==> src/hdl/bfm_regs.vh <==
// constants for the brake fault supervisor and input terminal mapper
// assumes one 10 MHz system clock; included by bare name
`ifndef BFM_REGS_VH
`define BFM_REGS_VH

// ========================================================
// timing
`define BFM_CLK_HZ 10000000
`define BFM_TICK_US 1000
`define BFM_WINDOW_MS 12'h7d0
`define BFM_WINDOW_W 12

// ========================================================
// terminal selection codes
`define BFM_CODE_W 14
`define BFM_FN_LOW 14'h0000
`define BFM_FN_MID 14'h0001
`define BFM_FN_HIGH 14'h0002
`define BFM_FN_SECOND 14'h0003
`define BFM_FN_ENABLE 14'h000a
`define BFM_FN_BRAKE_FB 14'h000f
`define BFM_FN_OUT_STOP 14'h0018
`define BFM_FN_FWD 14'h003c
`define BFM_FN_REV 14'h003d
`define BFM_FN_RESET 14'h003e

// ========================================================
// terminal indices
`define BFM_TERM_N 7
`define BFM_T_FWD 0
`define BFM_T_REV 1
`define BFM_T_LOW 2
`define BFM_T_MID 3
`define BFM_T_HIGH 4
`define BFM_T_STOP 5
`define BFM_T_RST 6

// ========================================================
// mode settings
`define BFM_REMOTE_OFF 2'h0
`define BFM_REMOTE_1 2'h1
`define BFM_REMOTE_2 2'h2
`define BFM_USER_GROUP_OPEN 16'h0000

`endif

==> src/hdl/bfm_brake_supervisor.v <==
// brake handshake supervisor and input terminal function mapper
// assumes synchronous inputs and a sequencer that makes the release command
`timescale 1ns/1ps
`default_nettype none
`include "bfm_regs.vh"

module bfm_brake_supervisor #(
   parameter P_CYC_PER_TICK = `BFM_CLK_HZ / 1000000 * `BFM_TICK_US,
   parameter [`BFM_WINDOW_W-1:0] P_WINDOW_MS = `BFM_WINDOW_MS
) (
   input wire i_sys_clk,
   input wire i_rst,
   input wire [`BFM_TERM_N-1:0] i_term,
   input wire i_sel_wr_en,
   input wire [2:0] i_sel_wr_idx,
   input wire [`BFM_CODE_W-1:0] i_sel_wr_data,
   input wire [15:0] i_user_group_read_setting,
   input wire [1:0] i_remote_function_setting,
   input wire i_stop_on_contact_setting,
   input wire i_brake_mode,
   input wire i_brake_release_cmd,
   input wire [15:0] i_ramp_time_ms,
   input wire [15:0] i_current_detect_time_ms,
   output reg o_brake_release_request,
   output reg o_tripped,
   output reg o_fault_no_brake_request,
   output reg o_fault_no_release_feedback,
   output reg o_fault_feedback_lost,
   output reg o_fault_feedback_stuck,
   output reg o_forward_run_input,
   output reg o_reverse_run_input,
   output reg o_low_speed_input,
   output reg o_middle_speed_input,
   output reg o_high_speed_input,
   output reg o_second_set_input,
   output reg o_output_stop_input,
   output reg o_drive_reset_input,
   output reg o_drive_enable_input,
   output reg o_brake_released_feedback,
   output reg o_remote_clear,
   output reg o_remote_decel,
   output reg o_remote_accel,
   output reg o_soc_bit0,
   output reg o_soc_bit1
);

   // tick count held in 14 bits, so a tick may be at most 16384 cycles long
   localparam integer LP_CYC_LAST = P_CYC_PER_TICK - 1;
   localparam [13:0] LP_CNT_MAX = LP_CYC_LAST[13:0];

   reg [`BFM_CODE_W-1:0] sel_code_ff [0:`BFM_TERM_N-1];
   reg [13:0] tick_cnt_ff;
   reg tick_ff;
   reg start_ff;
   reg req_ff;
   reg fb_seen_ff;
   wire [`BFM_TERM_N-1:0] hit_low, hit_mid, hit_high, hit_sec;
   wire [`BFM_TERM_N-1:0] hit_fwd, hit_rev, hit_stop, hit_rst, hit_en, hit_fb;
   wire fn_low, fn_mid, fn_high, fn_sec, remote_on;
   wire start_now, fb_now, t1_exp, t2_exp, t4_exp, ramp_long;
   wire nxt_no_req, nxt_no_fb, nxt_lost, nxt_stuck, any_new;

   // ========================================================
   // millisecond timebase
   always @(posedge i_sys_clk) begin
      if (i_rst) begin
         tick_cnt_ff <= 14'h0000;
         tick_ff <= 1'b0;
      end else if (tick_cnt_ff == LP_CNT_MAX) begin
         tick_cnt_ff <= 14'h0000;
         tick_ff <= 1'b1;
      end else begin
         tick_cnt_ff <= tick_cnt_ff + 14'h0001;
         tick_ff <= 1'b0;
      end
   end

   // ========================================================
   // selection codes, locked unless the user group setting is open
   always @(posedge i_sys_clk) begin
      if (i_rst) begin
         sel_code_ff[`BFM_T_FWD] <= `BFM_FN_FWD;
         sel_code_ff[`BFM_T_REV] <= `BFM_FN_REV;
         sel_code_ff[`BFM_T_LOW] <= `BFM_FN_LOW;
         sel_code_ff[`BFM_T_MID] <= `BFM_FN_MID;
         sel_code_ff[`BFM_T_HIGH] <= `BFM_FN_HIGH;
         sel_code_ff[`BFM_T_STOP] <= `BFM_FN_OUT_STOP;
         sel_code_ff[`BFM_T_RST] <= `BFM_FN_RESET;
      end else if (i_sel_wr_en && (i_user_group_read_setting == `BFM_USER_GROUP_OPEN)
                   && (i_sel_wr_idx < `BFM_TERM_N)) begin
         sel_code_ff[i_sel_wr_idx] <= i_sel_wr_data;
      end
   end

   // ========================================================
   // per-terminal code match; unlisted codes simply match nothing
   genvar g;
   generate
      for (g = 0; g < `BFM_TERM_N; g = g + 1) begin : g_term
         assign hit_low[g] = i_term[g] && (sel_code_ff[g] == `BFM_FN_LOW);
         assign hit_mid[g] = i_term[g] && (sel_code_ff[g] == `BFM_FN_MID);
         assign hit_high[g] = i_term[g] && (sel_code_ff[g] == `BFM_FN_HIGH);
         assign hit_sec[g] = i_term[g] && (sel_code_ff[g] == `BFM_FN_SECOND);
         assign hit_fwd[g] = i_term[g] && (sel_code_ff[g] == `BFM_FN_FWD);
         assign hit_rev[g] = i_term[g] && (sel_code_ff[g] == `BFM_FN_REV);
         assign hit_stop[g] = i_term[g] && (sel_code_ff[g] == `BFM_FN_OUT_STOP);
         assign hit_rst[g] = i_term[g] && (sel_code_ff[g] == `BFM_FN_RESET);
         assign hit_en[g] = i_term[g] && (sel_code_ff[g] == `BFM_FN_ENABLE);
         assign hit_fb[g] = i_term[g] && (sel_code_ff[g] == `BFM_FN_BRAKE_FB);
      end
   endgenerate

   // shared codes OR together
   assign fn_low = |hit_low;
   assign fn_mid = |hit_mid;
   assign fn_high = |hit_high;
   assign fn_sec = |hit_sec;
   assign remote_on = (i_remote_function_setting == `BFM_REMOTE_1)
                      || (i_remote_function_setting == `BFM_REMOTE_2);
   assign start_now = |(hit_fwd | hit_rev);
   assign fb_now = |hit_fb;

   // ========================================================
   // function outputs; one registered stage keeps every path far under 2 ms
   // stop-on-contact takes code 0 ahead of remote mode when both are set
   always @(posedge i_sys_clk) begin
      if (i_rst) begin
         o_forward_run_input <= 1'b0;
         o_reverse_run_input <= 1'b0;
         o_low_speed_input <= 1'b0;
         o_middle_speed_input <= 1'b0;
         o_high_speed_input <= 1'b0;
         o_second_set_input <= 1'b0;
         o_output_stop_input <= 1'b0;
         o_drive_reset_input <= 1'b0;
         o_drive_enable_input <= 1'b0;
         o_brake_released_feedback <= 1'b0;
         o_remote_clear <= 1'b0;
         o_remote_decel <= 1'b0;
         o_remote_accel <= 1'b0;
         o_soc_bit0 <= 1'b0;
         o_soc_bit1 <= 1'b0;
      end else begin
         o_forward_run_input <= |hit_fwd;
         o_reverse_run_input <= |hit_rev;
         o_low_speed_input <= fn_low && !remote_on && !i_stop_on_contact_setting;
         o_remote_clear <= fn_low && remote_on && !i_stop_on_contact_setting;
         o_soc_bit0 <= fn_low && i_stop_on_contact_setting;
         o_middle_speed_input <= fn_mid && !remote_on;
         o_remote_decel <= fn_mid && remote_on;
         o_high_speed_input <= fn_high && !remote_on;
         o_remote_accel <= fn_high && remote_on;
         o_second_set_input <= fn_sec && !i_stop_on_contact_setting;
         o_soc_bit1 <= fn_sec && i_stop_on_contact_setting;
         o_output_stop_input <= |hit_stop;
         o_drive_enable_input <= |hit_en;
         o_drive_reset_input <= |hit_rst;
         o_brake_released_feedback <= fb_now;
      end
   end

   // ========================================================
   // edge history and feedback-seen flag for the handshake
   always @(posedge i_sys_clk) begin
      if (i_rst) begin
         start_ff <= 1'b0;
         req_ff <= 1'b0;
         fb_seen_ff <= 1'b0;
      end else begin
         start_ff <= start_now;
         req_ff <= o_brake_release_request;
         if (!o_brake_release_request) begin
            fb_seen_ff <= 1'b0;
         end else if (fb_now) begin
            fb_seen_ff <= 1'b1;
         end
      end
   end

   // ========================================================
   // supervision windows
   bfm_window_timer #(.P_LIMIT(P_WINDOW_MS)) u_t_req (
      .i_sys_clk(i_sys_clk),
      .i_rst(i_rst),
      .i_tick(tick_ff),
      .i_restart(start_now && !start_ff),
      .i_run(start_now && !o_brake_release_request),
      .o_expired(t1_exp)
   );

   bfm_window_timer #(.P_LIMIT(P_WINDOW_MS)) u_t_fb (
      .i_sys_clk(i_sys_clk),
      .i_rst(i_rst),
      .i_tick(tick_ff),
      .i_restart(o_brake_release_request && !req_ff),
      .i_run(o_brake_release_request && !fb_seen_ff && !fb_now),
      .o_expired(t2_exp)
   );

   bfm_window_timer #(.P_LIMIT(P_WINDOW_MS)) u_t_stuck (
      .i_sys_clk(i_sys_clk),
      .i_rst(i_rst),
      .i_tick(tick_ff),
      .i_restart(!o_brake_release_request && req_ff),
      .i_run(!o_brake_release_request && fb_now && !start_now),
      .o_expired(t4_exp)
   );

   // ========================================================
   // fault causes, only while brake sequence mode is selected
   assign ramp_long = ({1'b0, i_ramp_time_ms} + {1'b0, i_current_detect_time_ms})
                      > {5'h00, P_WINDOW_MS};
   assign nxt_no_req = i_brake_mode && (t1_exp
                       || (start_now && !start_ff && ramp_long));
   assign nxt_no_fb = i_brake_mode && t2_exp;
   assign nxt_lost = i_brake_mode && o_brake_release_request
                     && fb_seen_ff && !fb_now;
   assign nxt_stuck = i_brake_mode && t4_exp;
   assign any_new = nxt_no_req || nxt_no_fb || nxt_lost || nxt_stuck;

   // ========================================================
   // sticky faults and trip; a new fault wins over the reset function
   always @(posedge i_sys_clk) begin
      if (i_rst) begin
         o_tripped <= 1'b0;
         o_fault_no_brake_request <= 1'b0;
         o_fault_no_release_feedback <= 1'b0;
         o_fault_feedback_lost <= 1'b0;
         o_fault_feedback_stuck <= 1'b0;
         o_brake_release_request <= 1'b0;
      end else begin
         o_fault_no_brake_request <= nxt_no_req
                                     || (o_fault_no_brake_request && !o_drive_reset_input);
         o_fault_no_release_feedback <= nxt_no_fb
                                        || (o_fault_no_release_feedback && !o_drive_reset_input);
         o_fault_feedback_lost <= nxt_lost
                                  || (o_fault_feedback_lost && !o_drive_reset_input);
         o_fault_feedback_stuck <= nxt_stuck
                                   || (o_fault_feedback_stuck && !o_drive_reset_input);
         o_tripped <= any_new || (o_tripped && !o_drive_reset_input);
         // release request is dropped in the very cycle a fault is found
         o_brake_release_request <= i_brake_release_cmd && !any_new
                                    && !o_tripped;
      end
   end

endmodule // bfm_brake_supervisor
`default_nettype wire

==> src/hdl/bfm_window_timer.v <==
// supervision window timer counting millisecond ticks
// assumes i_tick is a one-cycle pulse from the parent's divider
`timescale 1ns/1ps
`default_nettype none
`include "bfm_regs.vh"

module bfm_window_timer #(
   parameter [`BFM_WINDOW_W-1:0] P_LIMIT = `BFM_WINDOW_MS
) (
   input wire i_sys_clk,
   input wire i_rst,
   input wire i_tick,
   input wire i_restart,
   input wire i_run,
   output reg o_expired
);

   reg [`BFM_WINDOW_W-1:0] cnt_ff;

   // ========================================================
   // window count; restart wins over counting
   always @(posedge i_sys_clk) begin
      if (i_rst) begin
         cnt_ff <= {`BFM_WINDOW_W{1'b0}};
         o_expired <= 1'b0;
      end else if (i_restart || !i_run) begin
         cnt_ff <= {`BFM_WINDOW_W{1'b0}};
         o_expired <= 1'b0;
      end else if (i_tick) begin
         // saturate so a long stall never wraps back inside the window
         if (cnt_ff != P_LIMIT) begin
            cnt_ff <= cnt_ff + {{(`BFM_WINDOW_W-1){1'b0}}, 1'b1};
         end
         o_expired <= (cnt_ff == P_LIMIT); // more than the full window
      end
   end

endmodule // bfm_window_timer
`default_nettype wire

==> config.mk <==
export PLATFORM = sky130hd
export DESIGN_NAME = bfm_brake_supervisor
export DESIGN_NICKNAME = d
export VERILOG_FILES = /design/src/hdl/bfm_brake_supervisor.v /design/src/hdl/bfm_window_timer.v
export VERILOG_INCLUDE_DIRS = /design/src /design/src/hdl
export SDC_FILE = /design/constraint.sdc
export NUM_CORES = 1
export LEC_CHECK = 0
export BUFFER_PORTS_ARGS = -buffer_cell sky130_fd_sc_hd__buf_4
export CORE_MARGIN = 3
export CORE_UTILIZATION = 52
export DETAILED_ROUTE_END_ITERATION = 6
export PLACE_DENSITY = 0.8
export SYNTH_ARGS = -nofsm -noshare
export SYNTH_HDL_FRONTEND = slang
export SYNTH_SLANG_ARGS = --single-unit
==> constraint.sdc <==
create_clock -name i_sys_clk -period 2.8 [get_ports i_sys_clk]
set_clock_uncertainty 0.1 [all_clocks]
set_input_delay 0 -clock i_sys_clk [delete_from_list [all_inputs] [get_ports i_sys_clk]]
set_output_delay 0 -clock i_sys_clk [all_outputs]
set_load 0.02 [all_outputs]
==> results.ini, run 1 <==
[floorplan]
core_area_mm2=0.01594
die_w_um=133.6
die_area_mm2=0.01786
num_rows=46
ioPinCount=101
dieHeight_um=133.6
start_util_pct=53.14

[layout]
finalNonFillerCells=1252
fin_area_mm2=0.01045
nFillCells=1231
layout-drive-gt1-share_pct=18.24
syn_to_final_growth_pct=23.29
diodes=0
finalNetCount=1127

[synthesis]
yosys_warnings=0
synthCells=874
synth_seq_cells=176
yosysUniqueCellTypes=77
synth_edf_count=84
synth_commonest_cells=166 x nor2_1, 92 x dfxtp_1, 91 x nand2_1
yosysSeqAreaShare_pct=51.51
synth_top_area_share_pct=29.77
synthTopCellsByArea=edfxtp_1 30%, dfxtp_1 22%, nor2_1 7.4%
synth_area_mm2=0.008472
syn-mean-instance-area_um2=9.693
yosysTopAreaCell=edfxtp_1
yosysMostFrequentCell=nor2_1
async_reset_ff_share_pct=0
synth_nets=978
synthFlopType=dfxtp_1

[power_and_ir_drop]
p_sw_share_pct=23.20
power_density_mw_per_mm2=524.1
p_seq_share_pct=51.3
p_comb_share_pct=7.4
switchingPower_w=0.001270
power_leakage_nw=3.862
ir_drop_mv=0.4552
pwr-share-clk_pct=41.3
power.internal_w=0.004204

[sta]
setup-tns-final_ns=0
timing.final.crit_share_pct=98.33
min_period_ns=2.753
worst_pin_slew_ns=0.6895
slew_headroom_pct=53.92
rsz0062_at_grt=true
hold_viol_final=0
holdWs_ns=0.02146
finalSetupViolations=0
maxSlewViolCount=0
timing.fmax_mhz=363.2

[grt]
grt_max_degree=20
grt_pass1_wl_um=33670
groute.usage.overall_pct=23.58
grt_pass1_vias=6853
antenna_found_initial=0
grt_overflow_total=0

[detailed_routing]
wl_per_cell_um=16.77
drt_iter0_drc=591
ant_nets=0
dr.pass1.iters=6
drc=0
vias=7244
routed_wl_um=21000
via_per_inst=5.786

[run]
max-cap-violations=0

[worst_setup_path]
crit_buf_inv=0
worstSetupStartpointType=flip-flop
path_cells=or4_4, or4_1, o32a_1, nand3_2, a211oi_2, or4b_4, nor3_1
r2r_slack_ns=0.05
crit_type=reg -> reg
crit_arrival_ns=3.00
cpMaxStageDelayCell=or4b_4
path_delay_family=simple AND/OR/NAND/NOR gates
crit_path_end_kind=flip-flop
cp_data_required_time_ns=3.04
path_max_fanout=13
critPathMaxStageDelay_ns=0.60

[cts]
cts_root_buf=clkbuf_16
cts.sinks=176
ctsHtreeMaxLevel=4
clk_pin_slew_ns=0.07
cts_tree=built
cts.path.max_buffers=2
clock_latency_ns=0.43
numCtsBuffers=17

[status]
outcome=complete, no violations

[place]
gp_congestion=0.9767
port_buffers=100
dpl.hpwl_um=15060
dp.cells=1197
placed_area_mm2=0.009609

[min_path]
hp-class=in -> reg

## sequential cells by signal, summed over array words and instances, names as in the netlist, 12 cells and up
name              count
u_t_fb.cnt_ff        12
u_t_req.cnt_ff       12
tick_cnt_ff          14
u_t_stuck.cnt_ff     12
sel_code_ff          98
## final cells by class
class	instances	area, um^2	area share (%)
Multi-Input combinational cell	647	3938	37.70
Clock inverter	13	112.6	1.078
Tap cell	216	270.3	2.587
Inverter	33	123.9	1.186
Sequential cell	176	4364	41.78
Timing Repair Buffer	148	1184	11.33
Clock buffer	19	452.9	4.336
## cell usage in the layout, fill, tap and decap left out, types with 6 or more instances in the layout
master           n
nand4b_1         7
nor2_1         165
nand2_1         91
buf_4          124
a21oi_1         25
dfxtp_1         92
xnor2_1         23
or4_1            9
nand3_1         31
nand2b_1         7
a211o_1          6
nand4_1         24
nor3_1          20
inv_1           33
clkbuf_16       17
o21ai_0         14
nor2b_1         10
dlygate4sd3_1   21
edfxtp_1        84
or3_1            7
a31oi_1          9
xor2_1          31
and3_1          13
o211ai_1         7
nor4_1          20
ha_1            23
## stage by stage
step                      utilization [%]  worst slack (ns)  total power [W]
final                               65.52           0.04680         0.005474
after global routing                65.52          -0.05807         0.005638
after CTS                           65.14           0.02463         0.005487
after detailed placement            60.27           0.04064         0.003235
after global placement              60.27           0.08464         0.003224
after floorplan                         -            0.2125         0.003062
## routing by layer
| layer | track usage, % | up-vias | part of all wire [%] |
|---|---|---|---|
| met5 | 0 | - | 0 |
| met1 | 31.50 | 3421 | 42 |
| met4 | 6.857 | 0 | 1.6 |
| li1 | - | 3473 | - |
| met2 | 38.71 | 321 | 47 |
| met3 | 5.438 | 29 | 8.9 |
## what timing repair did
item,CTS,global route
setup buffers,0,1
setup endpoints to repair,0,24
gates resized for setup,0,11
hold buffers,21,0
endpoints found under the hold margin,48,0
## power groups by stage
| stage | registers, W | logic [W] | clock network, W |
|---|---|---|---|
| after floorplan | 0.00285 | 0.000214 | 0 |
| after global placement | 0.00286 | 0.000366 | 0 |
| after detailed placement | 0.00286 | 0.000373 | 0 |
| after CTS | 0.00281 | 0.000399 | 0.00228 |
| after global routing | 0.00282 | 0.000445 | 0.00238 |
| final | 0.00281 | 0.000404 | 0.00226 |
## worst min-delay path, cell delays in order
cell and delay [ns]:
buf_4 0.08, ha_1 0.14, a211o_1 0.10, nor4_1 0.05
nand4_1 0.08, a21oi_1 0.06
## cells by family after synthesis
family          count (synthesis)  share of synthesized area [%]
mux                             4                         0.4726
xor+xnor                       54                          5.583
buf+inv                        51                          2.452
compound gates                112                          9.615
fa+ha+maj                      24                          3.633
flops                         176                          51.51
simple gates                  453                          26.73
## final timing paths
check                                        start                       to  cells past startpoint
worst max register to register   sel_code_ff[5][9]        u_t_req.o_expired                      7
worst max-delay path             sel_code_ff[5][9]        u_t_req.o_expired                      7
worst min register to register      tick_cnt_ff[0]           tick_cnt_ff[0]                      1
worst min-delay path            i_ramp_time_ms[15]  o_brake_release_request                      6
Power figures use the tool's default switching activity.
==> inputs of run 2 (changes only) <==
==> constraint.sdc (replaced) <==
create_clock -name i_sys_clk -period 2.8 [get_ports i_sys_clk]
set_clock_uncertainty 0.1 [all_clocks]
set_input_delay 0.42 -clock i_sys_clk [delete_from_list [all_inputs] [get_ports i_sys_clk]]
set_output_delay 0.42 -clock i_sys_clk [all_outputs]
set_load 0.02 [all_outputs]
==> results.ini, run 2 (synthesis gave the netlist of run 1 again) <==
[sta]
maxSlewViolCount=0  ; unchanged
timing.fmax_mhz=361.9  ; -0.37%
finalSetupViolations=0  ; unchanged
timing.final.crit_share_pct=98.69  ; +0.36 points
rsz0062_at_grt=true
slew_headroom_pct=58.91  ; +5.0 points
min_period_ns=2.763  ; +0.01018 ns
hold_viol_final=0  ; unchanged
holdWs_ns=0.06938  ; +0.04792 ns
worst_pin_slew_ns=0.6008  ; -0.08870 ns

[power_and_ir_drop]
power.internal_w=0.004334  ; +3.1%
switchingPower_w=0.001284  ; +1.1%
power_leakage_nw=3.954  ; +2.4%
pwr-share-clk_pct=42.6  ; +1.3 points
power_density_mw_per_mm2=533.8  ; +1.9%
ir_drop_mv=0.4672  ; +2.6%
p_seq_share_pct=50.0  ; -1.3 points
p_sw_share_pct=22.86  ; -0.34 points
power.total_w=0.005618  ; +2.6%
p_comb_share_pct=7.5  ; about the same

[worst_setup_path]
crit_path_end_kind=flip-flop
path_max_fanout=5  ; -8
critPathMaxStageDelay_ns=0.58  ; -0.02 ns
path_delay_family=simple AND/OR/NAND/NOR gates
crit_arrival_ns=2.99  ; about the same
cp_data_required_time_ns=3.02  ; -0.02 ns
path_cells=or4_4, or4b_4, nor3_4, nor3_2, o311a_4, a311oi_4, o2bb2ai_1, a22o_1
crit_buf_inv=0  ; unchanged
crit_type=reg -> reg
cpMaxStageDelayCell=or4_4
worstSetupStartpointType=flip-flop

[detailed_routing]
vias=7195  ; -0.68%
dr.pass1.iters=6  ; unchanged
ant_nets=0  ; unchanged
drt_iter0_drc=646  ; +9.3%
drc=0  ; unchanged
wl_per_cell_um=16.65  ; -0.75%
via_per_inst=5.733  ; -0.91%
routed_wl_um=20890  ; -0.51%

[cts]
cts_root_buf=clkbuf_16
cts.path.max_buffers=2  ; unchanged
clk_pin_slew_ns=0.07  ; about the same
ctsHtreeMaxLevel=4  ; unchanged
clock_latency_ns=0.43  ; about the same
numCtsBuffers=17  ; unchanged
cts.sinks=176  ; unchanged
hold_buffers=0  ; -100%
cts_tree=built

[grt]
grt_overflow_total=0  ; unchanged
antenna_found_initial=0  ; unchanged
groute.usage.overall_pct=23.57  ; about the same
grt_max_degree=30  ; +50%
grt_pass1_wl_um=33490  ; -0.51%
grt_pass1_vias=6898  ; +0.66%

[layout]
syn_to_final_growth_pct=24.22
utilization_pct=66.01  ; +0.49 points
nFillCells=1243  ; +0.97%
largest_register_ffs=98  ; unchanged
finalNonFillerCells=1255  ; +0.24%
reg_top3=sel_code_ff x98, tick_cnt_ff x14
mostFrequentLayoutCell=nor2_1
finalNetCount=1130  ; +0.27%
final_cell_mix=165 x nor2_1, 147 x buf_4, 92 x dfxtp_1
regMostFlops=sel_code_ff
diodes=0  ; unchanged
layout-drive-gt1-share_pct=21.17  ; +2.9 points

[place]
gp_congestion=0.9999  ; +2.4%
port_buffers=100  ; unchanged
dp.cells=1221  ; +2.0%
dpl.hpwl_um=15320  ; +1.7%

[floorplan]
dieHeight_um=133.6  ; unchanged
ioPinCount=101  ; unchanged
core_area_mm2=0.01594  ; unchanged
num_rows=46  ; unchanged
start_util_pct=53.14  ; unchanged
die_area_mm2=0.01786  ; unchanged
die_w_um=133.6  ; unchanged

[min_path]
hp-class=in -> reg

[run]
max-cap-violations=0  ; unchanged

[status]
outcome=complete, no violations

## run 2: cell types whose count changed in the layout (fill, tap and decap cells not counted), moves of 2 or more
cell,before,now
buf_4,124,147
dlygate4sd3_1,21,0
inv_4,4,1
nand2_1,91,88
nand2_2,0,3
nor3_2,3,1
nor3_4,0,2
## run 2: per-stage QoR
step	setup WS [ns]	TNS, ns	area (um^2)
6_report	0.03662	0	10520
5_1_grt	-0.03794	-0.04783	10520
4_1_cts	0.004695	0	10410
3_5_place_dp	-0.3093	-0.7748	9799
3_3_place_gp	-0.2342	-0.5406	9799
2_1_floorplan	0.01646	0	8482
## run 2: timing repair
item                                    4_1_cts  5_1_grt
gates resized for setup                       1       17
endpoints found under the setup margin        2       33
pin swaps                                     1       10
cloned                                        0        1
setup buffers                                 0        1
## run 2: metal layers
layer | part of all wire [%] | global-route usage (%) | routed length [um] | up-vias
met2 | 46 | 38.12 | 9673 | 322
met3 | 7.9 | 4.343 | 1653 | 50
met1 | 43 | 31.58 | 9003 | 3354
li1 | - | - | - | 3469
met5 | 0 | 0 | 0 | -
met4 | 2.7 | 9.429 | 563 | 0
## run 2: path summary, 6_finish.rpt
kind,from,to,slack (ns),cells after the start
max,sel_code_ff[2][11],o_tripped,0.04,8
max reg2reg,sel_code_ff[2][11],o_tripped,0.04,8
min reg2reg,tick_cnt_ff[0],tick_cnt_ff[0],0.35,1
min,i_stop_on_contact_setting,o_second_set_input,0.07,2
## run 2: power groups by stage
stage	Sequential (W)	Combinational [W]	Clock [W]
after floorplan	0.00285	0.000215	0
after detailed placement	0.00286	0.000410	0
after global placement	0.00286	0.000404	0
after CTS	0.00280	0.000413	0.00242
after global routing	0.00281	0.000463	0.00252
final	0.00281	0.000419	0.00239
## run 2: cell type report
| class | count | area, um^2 | share of cell area [%] |
|---|---|---|---|
| Clock buffer | 19 | 464.2 | 4.411 |
| Tap cell | 216 | 270.3 | 2.568 |
| Timing Repair Buffer | 151 | 1166 | 11.08 |
| Inverter | 33 | 123.9 | 1.177 |
| Sequential cell | 176 | 4364 | 41.47 |
| Multi-Input combinational cell | 647 | 3996 | 37.97 |
| Clock inverter | 13 | 138.9 | 1.320 |
==> inputs of run 3 (changes only) <==
- RECOVER_POWER: unset -> 50
==> results.ini, run 3 (synthesis gave the netlist of run 1 again) <==
[sta]
timing.final.crit_share_pct=98.53  ; -0.16 points
timing.fmax_mhz=362.5  ; +0.17%
slew_headroom_pct=35.57  ; -23 points
rsz0062_at_grt=true
min_period_ns=2.759  ; -0.004559 ns
worst_pin_slew_ns=0.9665  ; +0.3657 ns
maxSlewViolCount=0  ; unchanged
holdWs_ns=0.07317  ; +0.003797 ns
setup-tns-final_ns=0  ; unchanged
finalSetupViolations=0  ; unchanged
hold_viol_final=0  ; unchanged

[power_and_ir_drop]
switchingPower_w=0.001279  ; -0.43%
p_comb_share_pct=7.4  ; about the same
ir_drop_mv=0.4624  ; -1.0%
power.internal_w=0.004332  ; about the same
p_sw_share_pct=22.79  ; -0.067 points
pwr-share-clk_pct=42.5  ; about the same
power_leakage_nw=3.832  ; -3.1%
power_density_mw_per_mm2=539.2  ; +1.0%
p_seq_share_pct=50.0  ; about the same

[cts]
cts_tree=built
cts.sinks=176  ; unchanged
clk_pin_slew_ns=0.07  ; about the same
cts.path.max_buffers=2  ; unchanged
clock_latency_ns=0.43  ; about the same
cts_root_buf=clkbuf_16
hold_buffers=0  ; unchanged
numCtsBuffers=17  ; unchanged
ctsHtreeMaxLevel=4  ; unchanged

[layout]
regMostFlops=sel_code_ff
largest_register_ffs=98  ; unchanged
diodes=0  ; unchanged
reg_top3=sel_code_ff x98, tick_cnt_ff x14
final_cell_mix=165 x nor2_1, 115 x buf_4, 92 x dfxtp_1
layout-drive-gt1-share_pct=18.19  ; -3.0 points
finalNetCount=1130  ; unchanged
mostFrequentLayoutCell=nor2_1
syn_to_final_growth_pct=22.82
finalNonFillerCells=1255  ; unchanged
nFillCells=1283  ; +3.2%

[worst_setup_path]
worstSetupStartpointType=flip-flop
r2r_start=sel_code_ff[2][11]
cp_data_required_time_ns=3.02  ; about the same
path_cells=or4_4, or4b_4, nor3_4, nor3_2, o311a_4, a311oi_4, o2bb2ai_1, a22o_1
rr_worst_depth=8  ; unchanged
crit_arrival_ns=2.98  ; about the same
critPathMaxStageDelay_ns=0.58  ; about the same
cpMaxStageDelayCell=or4_4
reg2reg_to=o_tripped
crit_type=reg -> reg
r2r_slack_ns=0.04  ; about the same
crit_path_end_kind=flip-flop
worst_setup_path_startpoint=sel_code_ff[2][11]
path_max_fanout=5  ; unchanged
cp-endpoint=o_tripped

[run]
max-cap-violations=0  ; unchanged

[detailed_routing]
wl_per_cell_um=16.63  ; about the same
routed_wl_um=20880  ; about the same
dr.pass1.iters=5  ; -1
ant_nets=0  ; unchanged
vias=7194  ; -0.014%
drc=0  ; unchanged
via_per_inst=5.732  ; about the same
drt_iter0_drc=602  ; -6.8%

[floorplan]
core_area_mm2=0.01594  ; unchanged
die_area_mm2=0.01786  ; unchanged
num_rows=46  ; unchanged
dieHeight_um=133.6  ; unchanged
ioPinCount=101  ; unchanged
die_w_um=133.6  ; unchanged
start_util_pct=53.14  ; unchanged

[grt]
grt_max_degree=30  ; unchanged
grt_pass1_vias=6898  ; unchanged
grt_pass1_wl_um=33490  ; unchanged
groute.usage.overall_pct=23.57  ; unchanged
grt_overflow_total=0  ; unchanged
antenna_found_initial=0  ; unchanged

[status]
outcome=complete, no violations

[place]
gp_congestion=0.9999  ; unchanged
port_buffers=100  ; unchanged
dp.cells=1221  ; unchanged
dpl.hpwl_um=15320  ; unchanged

[min_path]
hold_start=i_stop_on_contact_setting
hp-class=in -> reg

run 3: power groups by stage:
stage	registers [W]	clock network (W)	logic, W
5_1_grt	0.00281	0.00252	0.000460
4_1_cts	0.00280	0.00242	0.000413
3_3_place_gp	0.00286	0	0.000404
6_report	0.00281	0.00239	0.000416
2_1_floorplan	0.00285	0	0.000215
3_5_place_dp	0.00286	0	0.000410
run 3: layer usage:
| metal | track usage, % | share of wire [%] |
|---|---|---|
| met3 | 4.343 | 8.4 |
| met5 | 0 | 0 |
| met2 | 38.12 | 46 |
| met4 | 9.429 | 2.9 |
| met1 | 31.58 | 42 |
run 3: worst min path at each step:
| stage | to | cells past startpoint | slack [ns] |
|---|---|---|---|
| final | o_second_set_input | 2 | 0.07 |
| after global routing | o_second_set_input | 2 | 0.06 |
| after CTS | o_second_set_input | 2 | 0.05 |
| after detailed placement | tick_cnt_ff[0] | 1 | 0.34 |
| after global placement | tick_cnt_ff[0] | 1 | 0.33 |
| after floorplan | tick_cnt_ff[0] | 1 | 0.32 |
run 3: area by class of cell:
type,instances,area (um^2),area share [%]
timing repair buffer,151,1054,10.13
inverter,33,123.9,1.190
multi-input combinational,647,3990,38.35
clock inverter,13,138.9,1.335
tap,216,270.3,2.597
clock buffer,19,464.2,4.461
sequential,176,4364,41.94
run 3: through the flow:
stage / total power [W] / setup slack, ns / cell area (um^2) / utilization, %
floorplan: 0.003063 / 0.01646 / 8482 / -
global placement: 0.003260 / -0.2342 / 9799 / 61.47
detailed placement: 0.003270 / -0.3093 / 9799 / 61.47
CTS: 0.005634 / 0.004695 / 10410 / 65.27
global route: 0.005796 / -0.03794 / 10410 / 65.26
finish: 0.005610 / 0.04118 / 10410 / 65.26
run 3: repair_timing:
| action | in CTS | in global routing |
|---|---|---|
| pin swaps | 1 | 10 |
| gates resized for setup | 1 | 17 |
| buffers inserted | 0 | 1 |
| cloned | 0 | 1 |
| setup endpoints to repair | 2 | 33 |
run 3: worst max-delay path, delay by kind of cell (launching register included):
family | cells | cell delay, ns
compound gates | 4 | 0.79
simple gates | 4 | 1.40
flops | 1 | 0.36
